$ cat src/usbrs_pkg.sv
// Constants, timing counts and state codes for the USB bus monitor and
// re-timer. Assumes a single 40 MHz core clock.
`default_nettype none

package usbrs_pkg;

    // Core clock period
    localparam int CLK_PERIOD_NS = 25;

    // State timeouts in microseconds, as specified
    localparam int T_INIT_US   = 10_000;
    localparam int T_DETACH_US = 3_000;
    localparam int T_SE0_US    = 3_000;

    // Least times, rounded up to whole clock cycles
    localparam int INIT_CYC   = (T_INIT_US * 1000 + CLK_PERIOD_NS - 1)
                                / CLK_PERIOD_NS;
    localparam int DETACH_CYC = (T_DETACH_US * 1000 + CLK_PERIOD_NS - 1)
                                / CLK_PERIOD_NS;
    localparam int SE0_CYC    = (T_SE0_US * 1000 + CLK_PERIOD_NS - 1)
                                / CLK_PERIOD_NS;

    // Width of the timers; holds the longest count above
    localparam int TMR_W = 20;

    // Regenerated SYNC, sent as bytes least significant bit first
    localparam int SYNC_BITS  = 32;
    localparam int SYNC_BYTES = SYNC_BITS / 8;
    localparam logic [7:0] SYNC_BYTE_FILL = 8'h00;
    localparam logic [7:0] SYNC_BYTE_END  = 8'h80;

    // Longest receive to transmit delay, in bit times and in byte slots
    localparam int MAX_DLY_SYNC32_BITS = 40;
    localparam int MAX_DLY_SYNC12_BITS = 60;
    localparam int MAX_DLY_SYNC32_CYC  = MAX_DLY_SYNC32_BITS / 8;
    localparam int MAX_DLY_SYNC12_CYC  = MAX_DLY_SYNC12_BITS / 8;

    // Packet buffer shape
    localparam int FIFO_DEPTH = 16;
    localparam int FIFO_W     = 10;

    // Bus monitor states
    typedef enum logic [5:0] {
        ST_RESET  = 6'h01,
        ST_INIT   = 6'h02,
        ST_DISC   = 6'h04,
        ST_FSLS   = 6'h08,
        ST_HS     = 6'h10,
        ST_DETACH = 6'h20
    } usbrs_state_t;

    // Re-timer transmit states
    typedef enum logic [2:0] {
        TX_IDLE = 3'h1,
        TX_SYNC = 3'h2,
        TX_DATA = 3'h4
    } usbrs_tx_t;

endpackage

`default_nettype wire

$ cat src/usbrs_fifo.sv
// Packet byte buffer between the receive and transmit side of the re-timer.
// Assumes DEPTH is a power of two; read data come from a register.
`default_nettype none

module usbrs_fifo #(
    parameter int W     = 10,
    parameter int DEPTH = 16
) (
    input  wire logic         i_core_clk,
    input  wire logic         i_rst_n,
    input  wire logic         i_wr_valid,
    input  wire logic [W-1:0] i_wr_data,
    output logic              o_wr_ready,
    output logic              o_rd_valid,
    output logic [W-1:0]      o_rd_data,
    input  wire logic         i_rd_ready
);
    localparam int AW = $clog2(DEPTH);

    logic [W-1:0]  mem_q [DEPTH];
    logic [AW-1:0] wp_q;
    logic [AW-1:0] rp_q;
    logic [AW:0]   cnt_q;
    logic          do_wr;
    logic          do_ld;

    assign o_wr_ready = cnt_q != (AW+1)'(DEPTH);
    assign do_wr      = i_wr_valid && o_wr_ready;
    // Output stage refills whenever it is empty or being drained
    assign do_ld      = (cnt_q != '0) && (!o_rd_valid || i_rd_ready);

    always_ff @(posedge i_core_clk) begin
        if (do_wr) begin
            mem_q[wp_q] <= i_wr_data;
        end
    end

    always_ff @(posedge i_core_clk or negedge i_rst_n) begin
        if (!i_rst_n) begin
            wp_q  <= '0;
            rp_q  <= '0;
            cnt_q <= '0;
        end else begin
            if (do_wr) begin
                wp_q <= wp_q + 1'b1;
            end
            if (do_ld) begin
                rp_q <= rp_q + 1'b1;
            end
            cnt_q <= cnt_q + (AW+1)'(do_wr) - (AW+1)'(do_ld);
        end
    end

    always_ff @(posedge i_core_clk or negedge i_rst_n) begin
        if (!i_rst_n) begin
            o_rd_valid <= 1'b0;
            o_rd_data  <= '0;
        end else if (do_ld) begin
            o_rd_valid <= 1'b1;
            o_rd_data  <= mem_q[rp_q];
        end else if (i_rd_ready) begin
            o_rd_valid <= 1'b0;
        end
    end

endmodule

`default_nettype wire

$ cat src/usbrs_monitor.sv
// Bus monitor state machine and high-speed packet re-timer of a two-port
// USB 2.0 repeater. Assumes all inputs synchronous to i_core_clk except
// i_conn_en, and a byte-wide packet interface to the line front ends.
`default_nettype none

module usbrs_monitor #(
    parameter int                              FIFO_DEPTH = 16,
    parameter logic [usbrs_pkg::TMR_W-1:0] INIT_CYC   =
        usbrs_pkg::TMR_W'(usbrs_pkg::INIT_CYC),
    parameter logic [usbrs_pkg::TMR_W-1:0] DETACH_CYC =
        usbrs_pkg::TMR_W'(usbrs_pkg::DETACH_CYC),
    parameter logic [usbrs_pkg::TMR_W-1:0] SE0_CYC    =
        usbrs_pkg::TMR_W'(usbrs_pkg::SE0_CYC)
) (
    input  wire logic       i_core_clk,
    input  wire logic       i_rst_n,
    input  wire logic       i_conn_en,
    input  wire logic       i_detach_strap,
    input  wire logic       i_hs_handshake_done,
    input  wire logic       i_hs_resume_done,
    input  wire logic       i_sof_level_rise,
    input  wire logic       i_se0_int,
    input  wire logic       i_se0_ext,
    input  wire logic       i_rx_valid,
    input  wire logic [7:0] i_rx_data,
    input  wire logic       i_rx_last,
    input  wire logic       i_rx_from_ext,
    output logic            o_rx_ready,
    input  wire logic       i_tx_ready,
    output logic            o_tx_valid,
    output logic [7:0]      o_tx_data,
    output logic            o_tx_last,
    output logic            o_tx_to_ext,
    output logic            o_switch_on,
    output logic            o_bc_only,
    output logic            o_retimer_on,
    output logic [5:0]      o_state
);
    localparam int TW   = usbrs_pkg::TMR_W;
    localparam int FW   = usbrs_pkg::FIFO_W;
    localparam int MD32 = usbrs_pkg::MAX_DLY_SYNC32_CYC;
    localparam int MD12 = usbrs_pkg::MAX_DLY_SYNC12_CYC;
    localparam logic [1:0] SYNC_LAST = 2'(usbrs_pkg::SYNC_BYTES - 1);

    usbrs_pkg::usbrs_state_t st_q;
    usbrs_pkg::usbrs_state_t st_d;
    usbrs_pkg::usbrs_tx_t    tx_q;

    logic          en_meta_q;
    logic          en_q;
    logic          strap_q;
    logic [TW-1:0] tmr_q;
    logic          tmr_init_done;
    logic          tmr_det_done;
    logic [1:0]    se0_in;
    logic [1:0]    se0_hit;
    logic [1:0]    sync_cnt_q;
    logic          fifo_wr_valid;
    logic          fifo_wr_ready;
    logic          fifo_rd_valid;
    logic [FW-1:0] fifo_rd_data;
    logic          fifo_rd_ready;
    logic          tx_adv;

    // Two-flop synchroniser; only en_q feeds the state machine
    always_ff @(posedge i_core_clk or negedge i_rst_n) begin
        if (!i_rst_n) begin
            en_meta_q <= 1'b0;
            en_q      <= 1'b0;
        end else begin
            en_meta_q <= i_conn_en;
            en_q      <= en_meta_q;
        end
    end

    // Strap is caught at the first edge after reset release
    always_ff @(posedge i_core_clk or negedge i_rst_n) begin
        if (!i_rst_n) begin
            strap_q <= 1'b0;
        end else if (st_q == usbrs_pkg::ST_RESET) begin
            strap_q <= i_detach_strap;
        end
    end

    // One timer shared by the initial and detach states
    always_ff @(posedge i_core_clk or negedge i_rst_n) begin
        if (!i_rst_n) begin
            tmr_q <= '0;
        end else if (st_d != st_q) begin
            tmr_q <= '0;
        end else if (tmr_q != '1) begin
            tmr_q <= tmr_q + 1'b1;
        end
    end

    assign tmr_init_done = tmr_q == INIT_CYC - 1'b1;
    assign tmr_det_done  = tmr_q == DETACH_CYC - 1'b1;

    // Per-port idle detectors; each counts from the last bus activity
    assign se0_in = {i_se0_ext, i_se0_int};

    for (genvar p = 0; p < 2; p++) begin : g_se0
        logic [TW-1:0] cnt_q;
        always_ff @(posedge i_core_clk or negedge i_rst_n) begin
            if (!i_rst_n) begin
                cnt_q <= '0;
            end else if (!se0_in[p] || st_q != usbrs_pkg::ST_HS) begin
                cnt_q <= '0;
            end else if (cnt_q != '1) begin
                cnt_q <= cnt_q + 1'b1;
            end
        end
        assign se0_hit[p] = se0_in[p] && (cnt_q == SE0_CYC - 1'b1);
    end

    // Next state; outside the reset and initial states a dropped enable wins over every other event
    always_comb begin
        st_d = st_q;
        case (st_q)
            usbrs_pkg::ST_RESET: begin
                st_d = usbrs_pkg::ST_INIT;
            end
            usbrs_pkg::ST_INIT: begin
                if (tmr_init_done) begin
                    st_d = usbrs_pkg::ST_DISC;
                end
            end
            usbrs_pkg::ST_DISC: begin
                if (en_q) begin
                    st_d = usbrs_pkg::ST_FSLS;
                end
            end
            usbrs_pkg::ST_FSLS: begin
                if (!en_q) begin
                    st_d = usbrs_pkg::ST_DISC;
                end else if (i_hs_handshake_done || i_hs_resume_done) begin
                    st_d = usbrs_pkg::ST_HS;
                end
            end
            usbrs_pkg::ST_HS: begin
                if (!en_q) begin
                    st_d = usbrs_pkg::ST_DISC;
                end else if (i_sof_level_rise) begin
                    st_d = strap_q ? usbrs_pkg::ST_DETACH
                                   : usbrs_pkg::ST_FSLS;
                end else if (|se0_hit) begin
                    st_d = usbrs_pkg::ST_FSLS;
                end
            end
            usbrs_pkg::ST_DETACH: begin
                if (!en_q) begin
                    st_d = usbrs_pkg::ST_DISC;
                end else if (tmr_det_done) begin
                    st_d = usbrs_pkg::ST_FSLS;
                end
            end
            default: begin
                st_d = usbrs_pkg::ST_RESET;
            end
        endcase
    end

    always_ff @(posedge i_core_clk or negedge i_rst_n) begin
        if (!i_rst_n) begin
            st_q <= usbrs_pkg::ST_RESET;
        end else begin
            st_q <= st_d;
        end
    end

    // Path controls follow the next state so they change with it
    always_ff @(posedge i_core_clk or negedge i_rst_n) begin
        if (!i_rst_n) begin
            o_switch_on  <= 1'b0;
            o_bc_only    <= 1'b0;
            o_retimer_on <= 1'b0;
        end else begin
            o_switch_on  <= st_d == usbrs_pkg::ST_INIT  ||
                            st_d == usbrs_pkg::ST_DISC  ||
                            st_d == usbrs_pkg::ST_FSLS;
            o_bc_only    <= st_d == usbrs_pkg::ST_INIT;
            o_retimer_on <= st_d == usbrs_pkg::ST_HS;
        end
    end

    assign o_state = st_q;

    // Receive side only takes bytes while the re-timer runs
    assign fifo_wr_valid = i_rx_valid && o_retimer_on;
    assign o_rx_ready    = fifo_wr_ready && o_retimer_on;

    usbrs_fifo #(
        .W     (FW),
        .DEPTH (FIFO_DEPTH)
    ) u_fifo (
        .i_core_clk (i_core_clk),
        .i_rst_n    (i_rst_n),
        .i_wr_valid (fifo_wr_valid),
        .i_wr_data  ({i_rx_from_ext, i_rx_last, i_rx_data}),
        .o_wr_ready (fifo_wr_ready),
        .o_rd_valid (fifo_rd_valid),
        .o_rd_data  (fifo_rd_data),
        .i_rd_ready (fifo_rd_ready)
    );

    // Output register can take a byte when empty or being accepted
    assign tx_adv = !o_tx_valid || i_tx_ready;
    // Stale bytes are flushed while the re-timer is off
    assign fifo_rd_ready = !o_retimer_on ||
                           (tx_q == usbrs_pkg::TX_DATA && tx_adv);

    // Transmit sequencer. A buffer underrun mid-packet drops valid for a
    // slot; the line side must treat that as an aborted packet.
    always_ff @(posedge i_core_clk or negedge i_rst_n) begin
        if (!i_rst_n) begin
            tx_q        <= usbrs_pkg::TX_IDLE;
            sync_cnt_q  <= '0;
            o_tx_valid  <= 1'b0;
            o_tx_data   <= '0;
            o_tx_last   <= 1'b0;
            o_tx_to_ext <= 1'b0;
        end else if (st_d != usbrs_pkg::ST_HS) begin
            // Cleared on the leaving edge so no byte outlives the state
            tx_q       <= usbrs_pkg::TX_IDLE;
            o_tx_valid <= 1'b0;
            o_tx_last  <= 1'b0;
        end else if (tx_adv) begin
            case (tx_q)
                usbrs_pkg::TX_IDLE: begin
                    o_tx_valid <= 1'b0;
                    o_tx_last  <= 1'b0;
                    if (fifo_rd_valid) begin
                        tx_q        <= usbrs_pkg::TX_SYNC;
                        sync_cnt_q  <= '0;
                        o_tx_to_ext <= !fifo_rd_data[FW-1];
                    end
                end
                usbrs_pkg::TX_SYNC: begin
                    o_tx_valid <= 1'b1;
                    o_tx_last  <= 1'b0;
                    o_tx_data  <= (sync_cnt_q == SYNC_LAST) ?
                                  usbrs_pkg::SYNC_BYTE_END :
                                  usbrs_pkg::SYNC_BYTE_FILL;
                    sync_cnt_q <= sync_cnt_q + 1'b1;
                    if (sync_cnt_q == SYNC_LAST) begin
                        tx_q <= usbrs_pkg::TX_DATA;
                    end
                end
                usbrs_pkg::TX_DATA: begin
                    o_tx_valid <= fifo_rd_valid;
                    o_tx_data  <= fifo_rd_data[7:0];
                    o_tx_last  <= fifo_rd_valid && fifo_rd_data[8];
                    if (fifo_rd_valid && fifo_rd_data[8]) begin
                        tx_q <= usbrs_pkg::TX_IDLE;
                    end
                end
                default: begin
                    tx_q       <= usbrs_pkg::TX_IDLE;
                    o_tx_valid <= 1'b0;
                end
            endcase
        end
    end

    // Checks on the state machine and the re-timer

    a_reset_path_off: assert property (
        @(posedge i_core_clk) disable iff (!i_rst_n)
        $rose(i_rst_n) || st_q == usbrs_pkg::ST_RESET
            |-> !o_switch_on && !o_retimer_on)
        else $error("Path active in reset state");

    a_init_bc_only: assert property (
        @(posedge i_core_clk) disable iff (!i_rst_n)
        st_q == usbrs_pkg::ST_INIT |-> o_switch_on && o_bc_only)
        else $error("Initial state not in charge-only pass");

    a_init_length: assert property (
        @(posedge i_core_clk) disable iff (!i_rst_n)
        st_q == usbrs_pkg::ST_INIT && tmr_q == INIT_CYC - 1'b1
            |=> st_q == usbrs_pkg::ST_DISC)
        else $error("Initial interval not ended on time");

    a_disc_to_pass: assert property (
        @(posedge i_core_clk) disable iff (!i_rst_n)
        st_q == usbrs_pkg::ST_DISC && en_q
            |=> st_q == usbrs_pkg::ST_FSLS && o_switch_on)
        else $error("Enable did not open pass-through");

    a_hs_entry: assert property (
        @(posedge i_core_clk) disable iff (!i_rst_n)
        st_q == usbrs_pkg::ST_FSLS && en_q && i_hs_resume_done
            |=> st_q == usbrs_pkg::ST_HS && !o_switch_on && o_retimer_on)
        else $error("High speed entry wrong");

    a_detach_strap0: assert property (
        @(posedge i_core_clk) disable iff (!i_rst_n)
        st_q == usbrs_pkg::ST_HS && en_q && i_sof_level_rise && !strap_q
            |=> st_q == usbrs_pkg::ST_FSLS && o_switch_on && !o_retimer_on)
        else $error("Detach without strap not to pass-through");

    a_detach_strap1: assert property (
        @(posedge i_core_clk) disable iff (!i_rst_n)
        st_q == usbrs_pkg::ST_HS && en_q && i_sof_level_rise && strap_q
            |=> st_q == usbrs_pkg::ST_DETACH && !o_switch_on
                && !o_retimer_on)
        else $error("Detach with strap wrong");

    a_enable_drop: assert property (
        @(posedge i_core_clk) disable iff (!i_rst_n)
        !en_q && (st_q == usbrs_pkg::ST_FSLS || st_q == usbrs_pkg::ST_HS
                  || st_q == usbrs_pkg::ST_DETACH)
            |=> st_q == usbrs_pkg::ST_DISC)
        else $error("Enable low did not disconnect");

    a_timer_restart: assert property (
        @(posedge i_core_clk) disable iff (!i_rst_n)
        st_q != $past(st_q) |-> tmr_q == '0)
        else $error("Timer not restarted on state entry");

    a_tx_only_hs: assert property (
        @(posedge i_core_clk) disable iff (!i_rst_n)
        o_tx_valid |-> st_q == usbrs_pkg::ST_HS)
        else $error("Transmit outside high speed");

    a_sync_full: assert property (
        @(posedge i_core_clk) disable iff (!i_rst_n)
        tx_q == usbrs_pkg::TX_SYNC && st_d == usbrs_pkg::ST_HS && tx_adv
            && sync_cnt_q == SYNC_LAST
            |=> o_tx_valid && o_tx_data == usbrs_pkg::SYNC_BYTE_END
                && tx_q == usbrs_pkg::TX_DATA)
        else $error("SYNC not ended after full length");

    a_retime_delay: assert property (
        @(posedge i_core_clk) disable iff (!i_rst_n)
        fifo_wr_valid && fifo_wr_ready && tx_q == usbrs_pkg::TX_IDLE
            && !fifo_rd_valid && !o_tx_valid && i_tx_ready
            && st_d == usbrs_pkg::ST_HS
            |-> ##[1:MD32] (o_tx_valid || st_q != usbrs_pkg::ST_HS))
        else $error("Re-timer delay too long");

    a_se0_exit: assert property (
        @(posedge i_core_clk) disable iff (!i_rst_n)
        st_q == usbrs_pkg::ST_HS && en_q && !i_sof_level_rise && |se0_hit
            |=> st_q == usbrs_pkg::ST_FSLS && o_switch_on && !o_retimer_on)
        else $error("Idle line did not leave high speed");

endmodule

`default_nettype wire

$ cat config.mk
export PLATFORM = sky130hd
export DESIGN_NAME = usbrs_monitor
export DESIGN_NICKNAME = d
export VERILOG_FILES = /design/src/usbrs_pkg.sv /design/src/usbrs_fifo.sv /design/src/usbrs_monitor.sv
export SDC_FILE = /design/constraint.sdc
export NUM_CORES = 1
export LEC_CHECK = 0
export BUFFER_PORTS_ARGS = -buffer_cell sky130_fd_sc_hd__buf_2
export CELL_PAD_IN_SITES_DETAIL_PLACEMENT = 1
export CELL_PAD_IN_SITES_GLOBAL_PLACEMENT = 1
export CORE_ASPECT_RATIO = 1.2
export CORE_MARGIN = 2
export CORE_UTILIZATION = 50
export CTS_CLUSTER_SIZE = 16
export DETAILED_ROUTE_END_ITERATION = 7
export PLACE_DENSITY_LB_ADDON = 0.25
export SETUP_SLACK_MARGIN = 0.5
export SLEW_MARGIN = 5
export SYNTH_ARGS = -nofsm -noshare
export SYNTH_HDL_FRONTEND = slang
export SYNTH_SLANG_ARGS = --single-unit
$ cat constraint.sdc
create_clock -name i_core_clk -period 5.6 [get_ports i_core_clk]
set_clock_uncertainty 0.2 [all_clocks]
set_input_delay 1.12 -clock i_core_clk [delete_from_list [all_inputs] [get_ports i_core_clk]]
set_output_delay 1.12 -clock i_core_clk [all_outputs]
set_load 0.01 [all_outputs]
## Yosys cells after proc, flatten, opt, wreduce, memory -nomap -nowiden

Memories as Yosys holds them, arrays and structs flattened. A register that Yosys moved wholly into a read port is not among the register bits.
Index checks and enable logic that the tools add are counted.

- Add/subtract/negate cells: 8
- Eq/ne operators: 29
- Bitwise gates (word level): 1
- Multiplexer cells: 37
- Reductions and logical operators: 39

Operators by type and width:

| operator | count |
|---|---|
| $mux W20 | 6 |
| $add A20 B1 Y20 const B | 3 |
| $eq A20 B17 Y1 const B | 3 |
| $mux W6 | 10 |
| $ne A20 B20 Y1 const B | 3 |
| $pmux W6 S6 | 1 |
| $eq A20 B19 Y1 const B | 1 |
| $pmux W8 S2 | 1 |
| $mux W3 | 5 |
| $reduce_bool A2 Y1 | 7 |
| $eq A6 B2 Y1 const B | 2 |
| $eq A6 B3 Y1 const B | 2 |
| $eq A6 B4 Y1 const B | 2 |
| $eq A6 B5 Y1 const B | 2 |
| $ne A6 B5 Y1 const B | 2 |
| $reduce_and A4 Y1 | 3 |
| $pmux W3 S3 | 1 |
| $add A4 B1 Y4 const B | 2 |
| $logic_and A1 B1 Y1 | 8 |
| $logic_or A1 B1 Y1 | 8 |
| $mux W1 | 8 |
| $mux W8 | 1 |
| $logic_not A1 Y1 | 7 |
| $eq A6 B1 Y1 const B | 1 |
| other kinds (23) | 25 |

- Bits in writable memories: 160
- Register bits after elaboration: 102
- Memories kept: 1
- Input bits: 21
- Logic and storage cells: 135
- Output and inout port bits: 21

Memories:

| name | depth | width | read ports | clocked after memory_dff | wr ports | RTL line | RTL |
|---|---|---|---|---|---|---|---|
| u_fifo.mem_q | 16 | 10 | 1 | 1 | 1 | usbrs_fifo.sv:20 | `logic [W-1:0] mem_q [DEPTH];` |

## Longest topological paths before layout

- Word-level depth: 10
- Depth in mapped cells: 15
- Mapped depth without buffers: 14

## Cells and area by module

From an unflattened synthesis, not the netlist that was laid out.

- Cell total of the unflattened synthesis: 860
- Area total of the unflattened synthesis: 11931.4 sq um

Modules (own cells, without submodules):

| module | seq. area each (sq um) | cells each | area each (sq um) | instances |
|---|---|---|---|---|
| usbrs_fifo | 5405.2 | 360 | 7257.0 | 1 |
| usbrs_monitor | 2204.6 | 500 | 4674.5 | 1 |

## Least setup slack after synthesis

OpenSTA, ideal clock, no wires.

- Kind: input-to-reg
- Start point: input i_tx_ready
- End point: register u_fifo.cnt_q[4]
- Buffers on the path: 1
- Library setup time: 0.125 ns
- Data arrival time: 3.231 ns
- Data required time: 5.275 ns
- Slack: 2.044 ns
- Cell stages on the path: 14
- Cells stage by stage: nand2b_1 nand2_1 a31oi_2 buf_2 ha_1 inv_1 ha_1 inv_1 fa_1 inv_1 a21oi_1 nor2_1 nor2_1 xnor2_1

- Cells in the longest elaborated chain, start to end: 6

RTL lines:

| item | RTL line | RTL |
|---|---|---|
| start: declaration | usbrs_monitor.sv:29 | `input wire logic i_tx_ready,` |
| $logic_or A1 B1 Y1 | usbrs_monitor.sv:207 | `assign tx_adv = !o_tx_valid \|\| i_tx_ready;` |
| $logic_and A1 B1 Y1 | usbrs_monitor.sv:210 | `(tx_q == usbrs_pkg::TX_DATA && tx_adv);` |
| $logic_or A1 B1 Y1 | usbrs_monitor.sv:209 | `assign fifo_rd_ready = !o_retimer_on \|\|` |
| $logic_or A1 B1 Y1 | usbrs_fifo.sv:30 | `assign do_ld = (cnt_q != '0) && (!o_rd_valid \|\| i_rd_ready);` |
| $logic_and A1 B1 Y1 | usbrs_fifo.sv:30 |  |
| named net u_fifo.do_ld | usbrs_fifo.sv:25 | `logic do_ld;` |
| $sub A5 B1 Y5 | usbrs_fifo.sv:50 | `cnt_q <= cnt_q + (AW+1)'(do_wr) - (AW+1)'(do_ld);` |
| end signal: assignment | usbrs_fifo.sv:50 |  |
| end: declaration | usbrs_fifo.sv:23 | `logic [AW:0] cnt_q;` |

The timed path passes the listed nets, and every way through them passes these cells.
A chain may end at the register's enable or synchronous reset.

## Worst setup path in the final report

- Start point: input i_tx_ready
- End point: register u_fifo.cnt_q[4]

- Cells in the longest elaborated chain, start to end: 6

RTL lines:

| item | RTL line |
|---|---|
| $logic_or A1 B1 Y1 | usbrs_monitor.sv:207 |
| $logic_and A1 B1 Y1 | usbrs_monitor.sv:210 |
| $logic_or A1 B1 Y1 | usbrs_monitor.sv:209 |
| $logic_or A1 B1 Y1 | usbrs_fifo.sv:30 |
| $logic_and A1 B1 Y1 | usbrs_fifo.sv:30 |
| $sub A5 B1 Y5 | usbrs_fifo.sv:50 |

No other way between the ends.

==> results.py <==
metrics = {
    "synth": {
        "synth.distinct_cells": 64,
        "synth.net_count": 881,
        "synthTopCellsByArea": "edfxtp_1, dfrtp_1, mux4_2",
        "seq_area_frac_synth_pct": 63.9,
        "synth_area_leader_cell": "edfxtp_1",
        "async_flop_share_pct": 41.2,
        "synth_edf_count": 160,
        "synth_top_area_share_pct": 40.3,
        "synth_top_flop_cell": "edfxtp_1",
        "syn_area_sq_mm": 0.0119,
        "synth.ff_latch_count": 272,
        "postSynthCellCount": 844,
        "syn_avg_cell_area_sq_um": 14.1,
        "ys_warn_count": 0,
    },
    "sta": {
        "rsz0062_at_grt": "no",
        "fmax_ghz": 0.319,
        "fin_tns_setup_ns": 0,
        "period_needed_ns": 3.14,
        "final_max_slew_viol_count": 0,
        "hold_viol": 0,
        "tightest_slew_ns": 1.09,
        "final.period_utilization_pct": 56.1,
        "slew_headroom_pct": 27.0,
        "finalSetupViolCount": 0,
    },
    "route": {
        "drtPass1Iterations": 4,
        "avgRoutedWirePerCell_um": 21.4,
        "vias_per_cell": 5.81,
        "postRouteAntennaNets": 0,
        "wl_um": 26200,
        "drtIter0Drc": 378,
        "drc": 0,
        "vias": 7113,
    },
    "power_and_ir_drop": {
        "internal-power_mw": 3.27,
        "pwr-share-clk_pct": 46.7,
        "leakage_nw": 4.87,
        "switching_share_pct": 19.7,
        "combPwrFrac_pct": 1.0,
        "seqPwrFrac_pct": 52.2,
        "power_density_mw_per_mm2": 305,
        "peakVddDrop_uv": 253,
        "switchingPower_mw": 0.802,
        "total_power_mw": 4.08,
    },
    "clocking": {
        "root_buffer": "clkbuf_16",
        "cts_made_buffers": 28,
        "clk_pin_slew_ns": 0.06,
        "cts_resized": 0,
        "htreeDepth": 1,
        "clock_sinks": 272,
        "cts_hold_buf": 0,
        "ctsLongestPathBuffers": 3,
        "cts_tree": "yes",
        "post_cts_buffers": 0,
        "worstSkewPairLatency_ns": 0.53,
    },
    "layout": {
        "syn_to_final_growth_pct": 12.2,
        "fin_cells": 1224,
        "diodes": 0,
        "utilization_pct": 57.4,
        "final_nets": 924,
        "drive_above_1_share_pct": 18.2,
    },
    "floorplan": {
        "dieArea_sq_mm": 0.0251,
        "die_h_um": 173,
        "rows": 61,
        "chipWidth_um": 145,
        "pin_count": 42,
        "core_area_sq_mm": 0.0233,
        "initial_core_util_pct": 51.2,
    },
    "worst_setup_path": {
        "crit_arrival_ns": 3.35,
        "slowest_delay_ns": 0.40,
        "crit_type": "primary input to flip-flop",
        "path_common_cell": "inv_1",
        "startpoint_type": "primary input",
        "path_max_fanout": 16,
        "end_kind": "flip-flop",
        "crit_slowest_cell": "fa_1",
        "crit_required_ns": 5.81,
        "path_cells": "buf_2 -> nand2b_1 -> nand2_1 -> a31oi_2 -> buf_4 -> ha_1 -> inv_1 -> ha_1 -> inv_1 -> fa_1 -> inv_1 -> a21oi_1 -> nor2_1 -> nor2_1 -> xnor2_1",
    },
    "placement": {
        "place_congestion": 0.863,
        "dp_hpwl_um": 17800,
        "portBuffers": 41,
        "dpl.cell_count": 1172,
    },
    "global_routing": {
        "grt-ovfl-total": 0,
        "grt_max_degree": 69,
        "first_global_vias": 7860,
        "grt_pass1_wl_um": 42800,
        "antenna_found_initial": 0,
        "track_usage_pct": 21.3,
    },
    "job": {
        "drv_cap": 0,
    },
    "status": {
        "outcome": "completed",
    },
    "hold_path": {
        "min-delay-path-class": "flip-flop to flip-flop",
    },
}
## routing by layer
metal  GRT usage, %  part of all wire [%]  wire length (um)
met5              0                     0                 0
met4           6.02                   2.5               645
met1           26.0                    41             10700
met3           3.11                   3.1               812
met2           39.3                    54             14000
## final timing paths
kind                                  from                 to  slack, ns  cells past startpoint
min reg2reg                      en_meta_q               en_q       0.16                      0
max reg2reg                u_fifo.cnt_q[3]    u_fifo.cnt_q[4]       2.47                     15
min in group asynchronous          i_rst_n          tmr_q[17]       0.48                      1
min                              en_meta_q               en_q       0.16                      0
max in group asynchronous          i_rst_n  g_se0[0].cnt_q[2]       3.58                      2
max                             i_tx_ready    u_fifo.cnt_q[4]       2.46                     15
## power groups by stage
| stage | clock (mW) | sequential [mW] | combinational, mW |
|---|---|---|---|
| global route | 2.01 | 2.13 | 0.0488 |
| detailed placement | 0 | 2.17 | 0.0440 |
| global placement | 0 | 2.17 | 0.0395 |
| CTS | 1.94 | 2.13 | 0.0443 |
| floorplan | 0 | 2.17 | 0.00383 |
| finish | 1.91 | 2.13 | 0.0425 |
## synthesized netlist by cell type (7+ instances only)
library cell  count
nor4b_1           8
dfrtp_1         110
mux2_2           12
nand3_1          33
inv_1            28
mux4_2           50
and4_1            8
a21oi_1          19
a22o_1            7
nor2_1           85
or3_1             9
clkbuf_1         21
xor2_1           29
nand4_1          27
edfxtp_1        160
xnor2_1          28
buf_2            12
ha_1             15
and3_1            9
nor3_1           24
o21ai_0          22
nand2_1          51
## metrics by stage
step | hold slack (ns) | instance area [sq um] | worst slack (ns)
4_1_cts | 0.169 | 13400 | 2.37
6_report | 0.164 | 13400 | 2.46
3_5_place_dp | 0.152 | 12400 | 1.92
2_1_floorplan | 0.131 | 11900 | 2.04
5_1_grt | 0.173 | 13400 | 2.18
3_3_place_gp | 0.147 | 12400 | 1.97
## cells by family (layout without fill, tap and decap cells)
group / Yosys count / count (layout) / synth area share (%)
and+or+nand+nor: 286 / 286 / 12.4
AOI/OAI and AO/OA: 81 / 81 / 4.44
muxes: 68 / 68 / 11.1
buffers and inverters: 64 / 129 / 2.21
adders and majority gates: 16 / 16 / 1.74
DFF: 272 / 272 / 63.9
xor gates and xnor gates: 57 / 57 / 4.19
## critical path: cells and delay by family
family | cells | cell delay [ns]
and+or+nand+nor | 4 | 0.52
adders and majority gates | 3 | 0.81
buffers and inverters | 5 | 0.52
AOI/OAI and AO/OA | 2 | 0.25
xor gates and xnor gates | 1 | 0.12
## layout make-up
class,instances,area (sq um)
sequential,272,7610
inverter,28,105
tap,315,394
fill,2223,9910
timing repair buffer,49,268
clock buffer,34,754
clock inverter,18,193
multi-input combinational,508,4040
## registers in the layout (all words and copies together), names as in the netlist
signal,count
tmr_q,20
tx_q,3
u_fifo.wp_q,4
o_tx_valid,1
en_q,1
u_fifo.o_rd_valid,1
o_switch_on,1
strap_q,1
u_fifo.o_rd_data,10
o_retimer_on,1
u_fifo.rp_q,4
o_tx_to_ext,1
o_tx_last,1
o_tx_data,8
en_meta_q,1
o_state,6
u_fifo.cnt_q,5
u_fifo.mem_q,160
g_se0.cnt_q,40
o_bc_only,1
sync_cnt_q,2
## placed cells by master (no fill, tap or decap), types with 3 or more instances in the layout
cell type,instances
buf_2,40
and4_1,8
and3_1,9
dfrtp_1,109
a21boi_0,3
mux2_2,12
mux4_2,50
o21ai_0,22
a31oi_1,4
ha_1,15
nand2_1,51
a21oi_1,19
buf_4,9
clkbuf_16,29
nand2b_1,5
nand4_1,27
xnor2_1,28
a21o_1,3
nand3_1,33
nor3b_1,4
clkinv_2,4
edfxtp_1,160
nor2_1,85
clkinv_1,6
xor2_1,29
o31ai_1,4
clkbuf_1,4
o211ai_1,3
a22o_1,7
nor4b_1,8
bufinv_16,4
nor2b_1,4
and2_1,4
inv_1,28
or3_1,9
mux2i_1,5
nor3_1,24
Power figures use the tool's default switching activity.
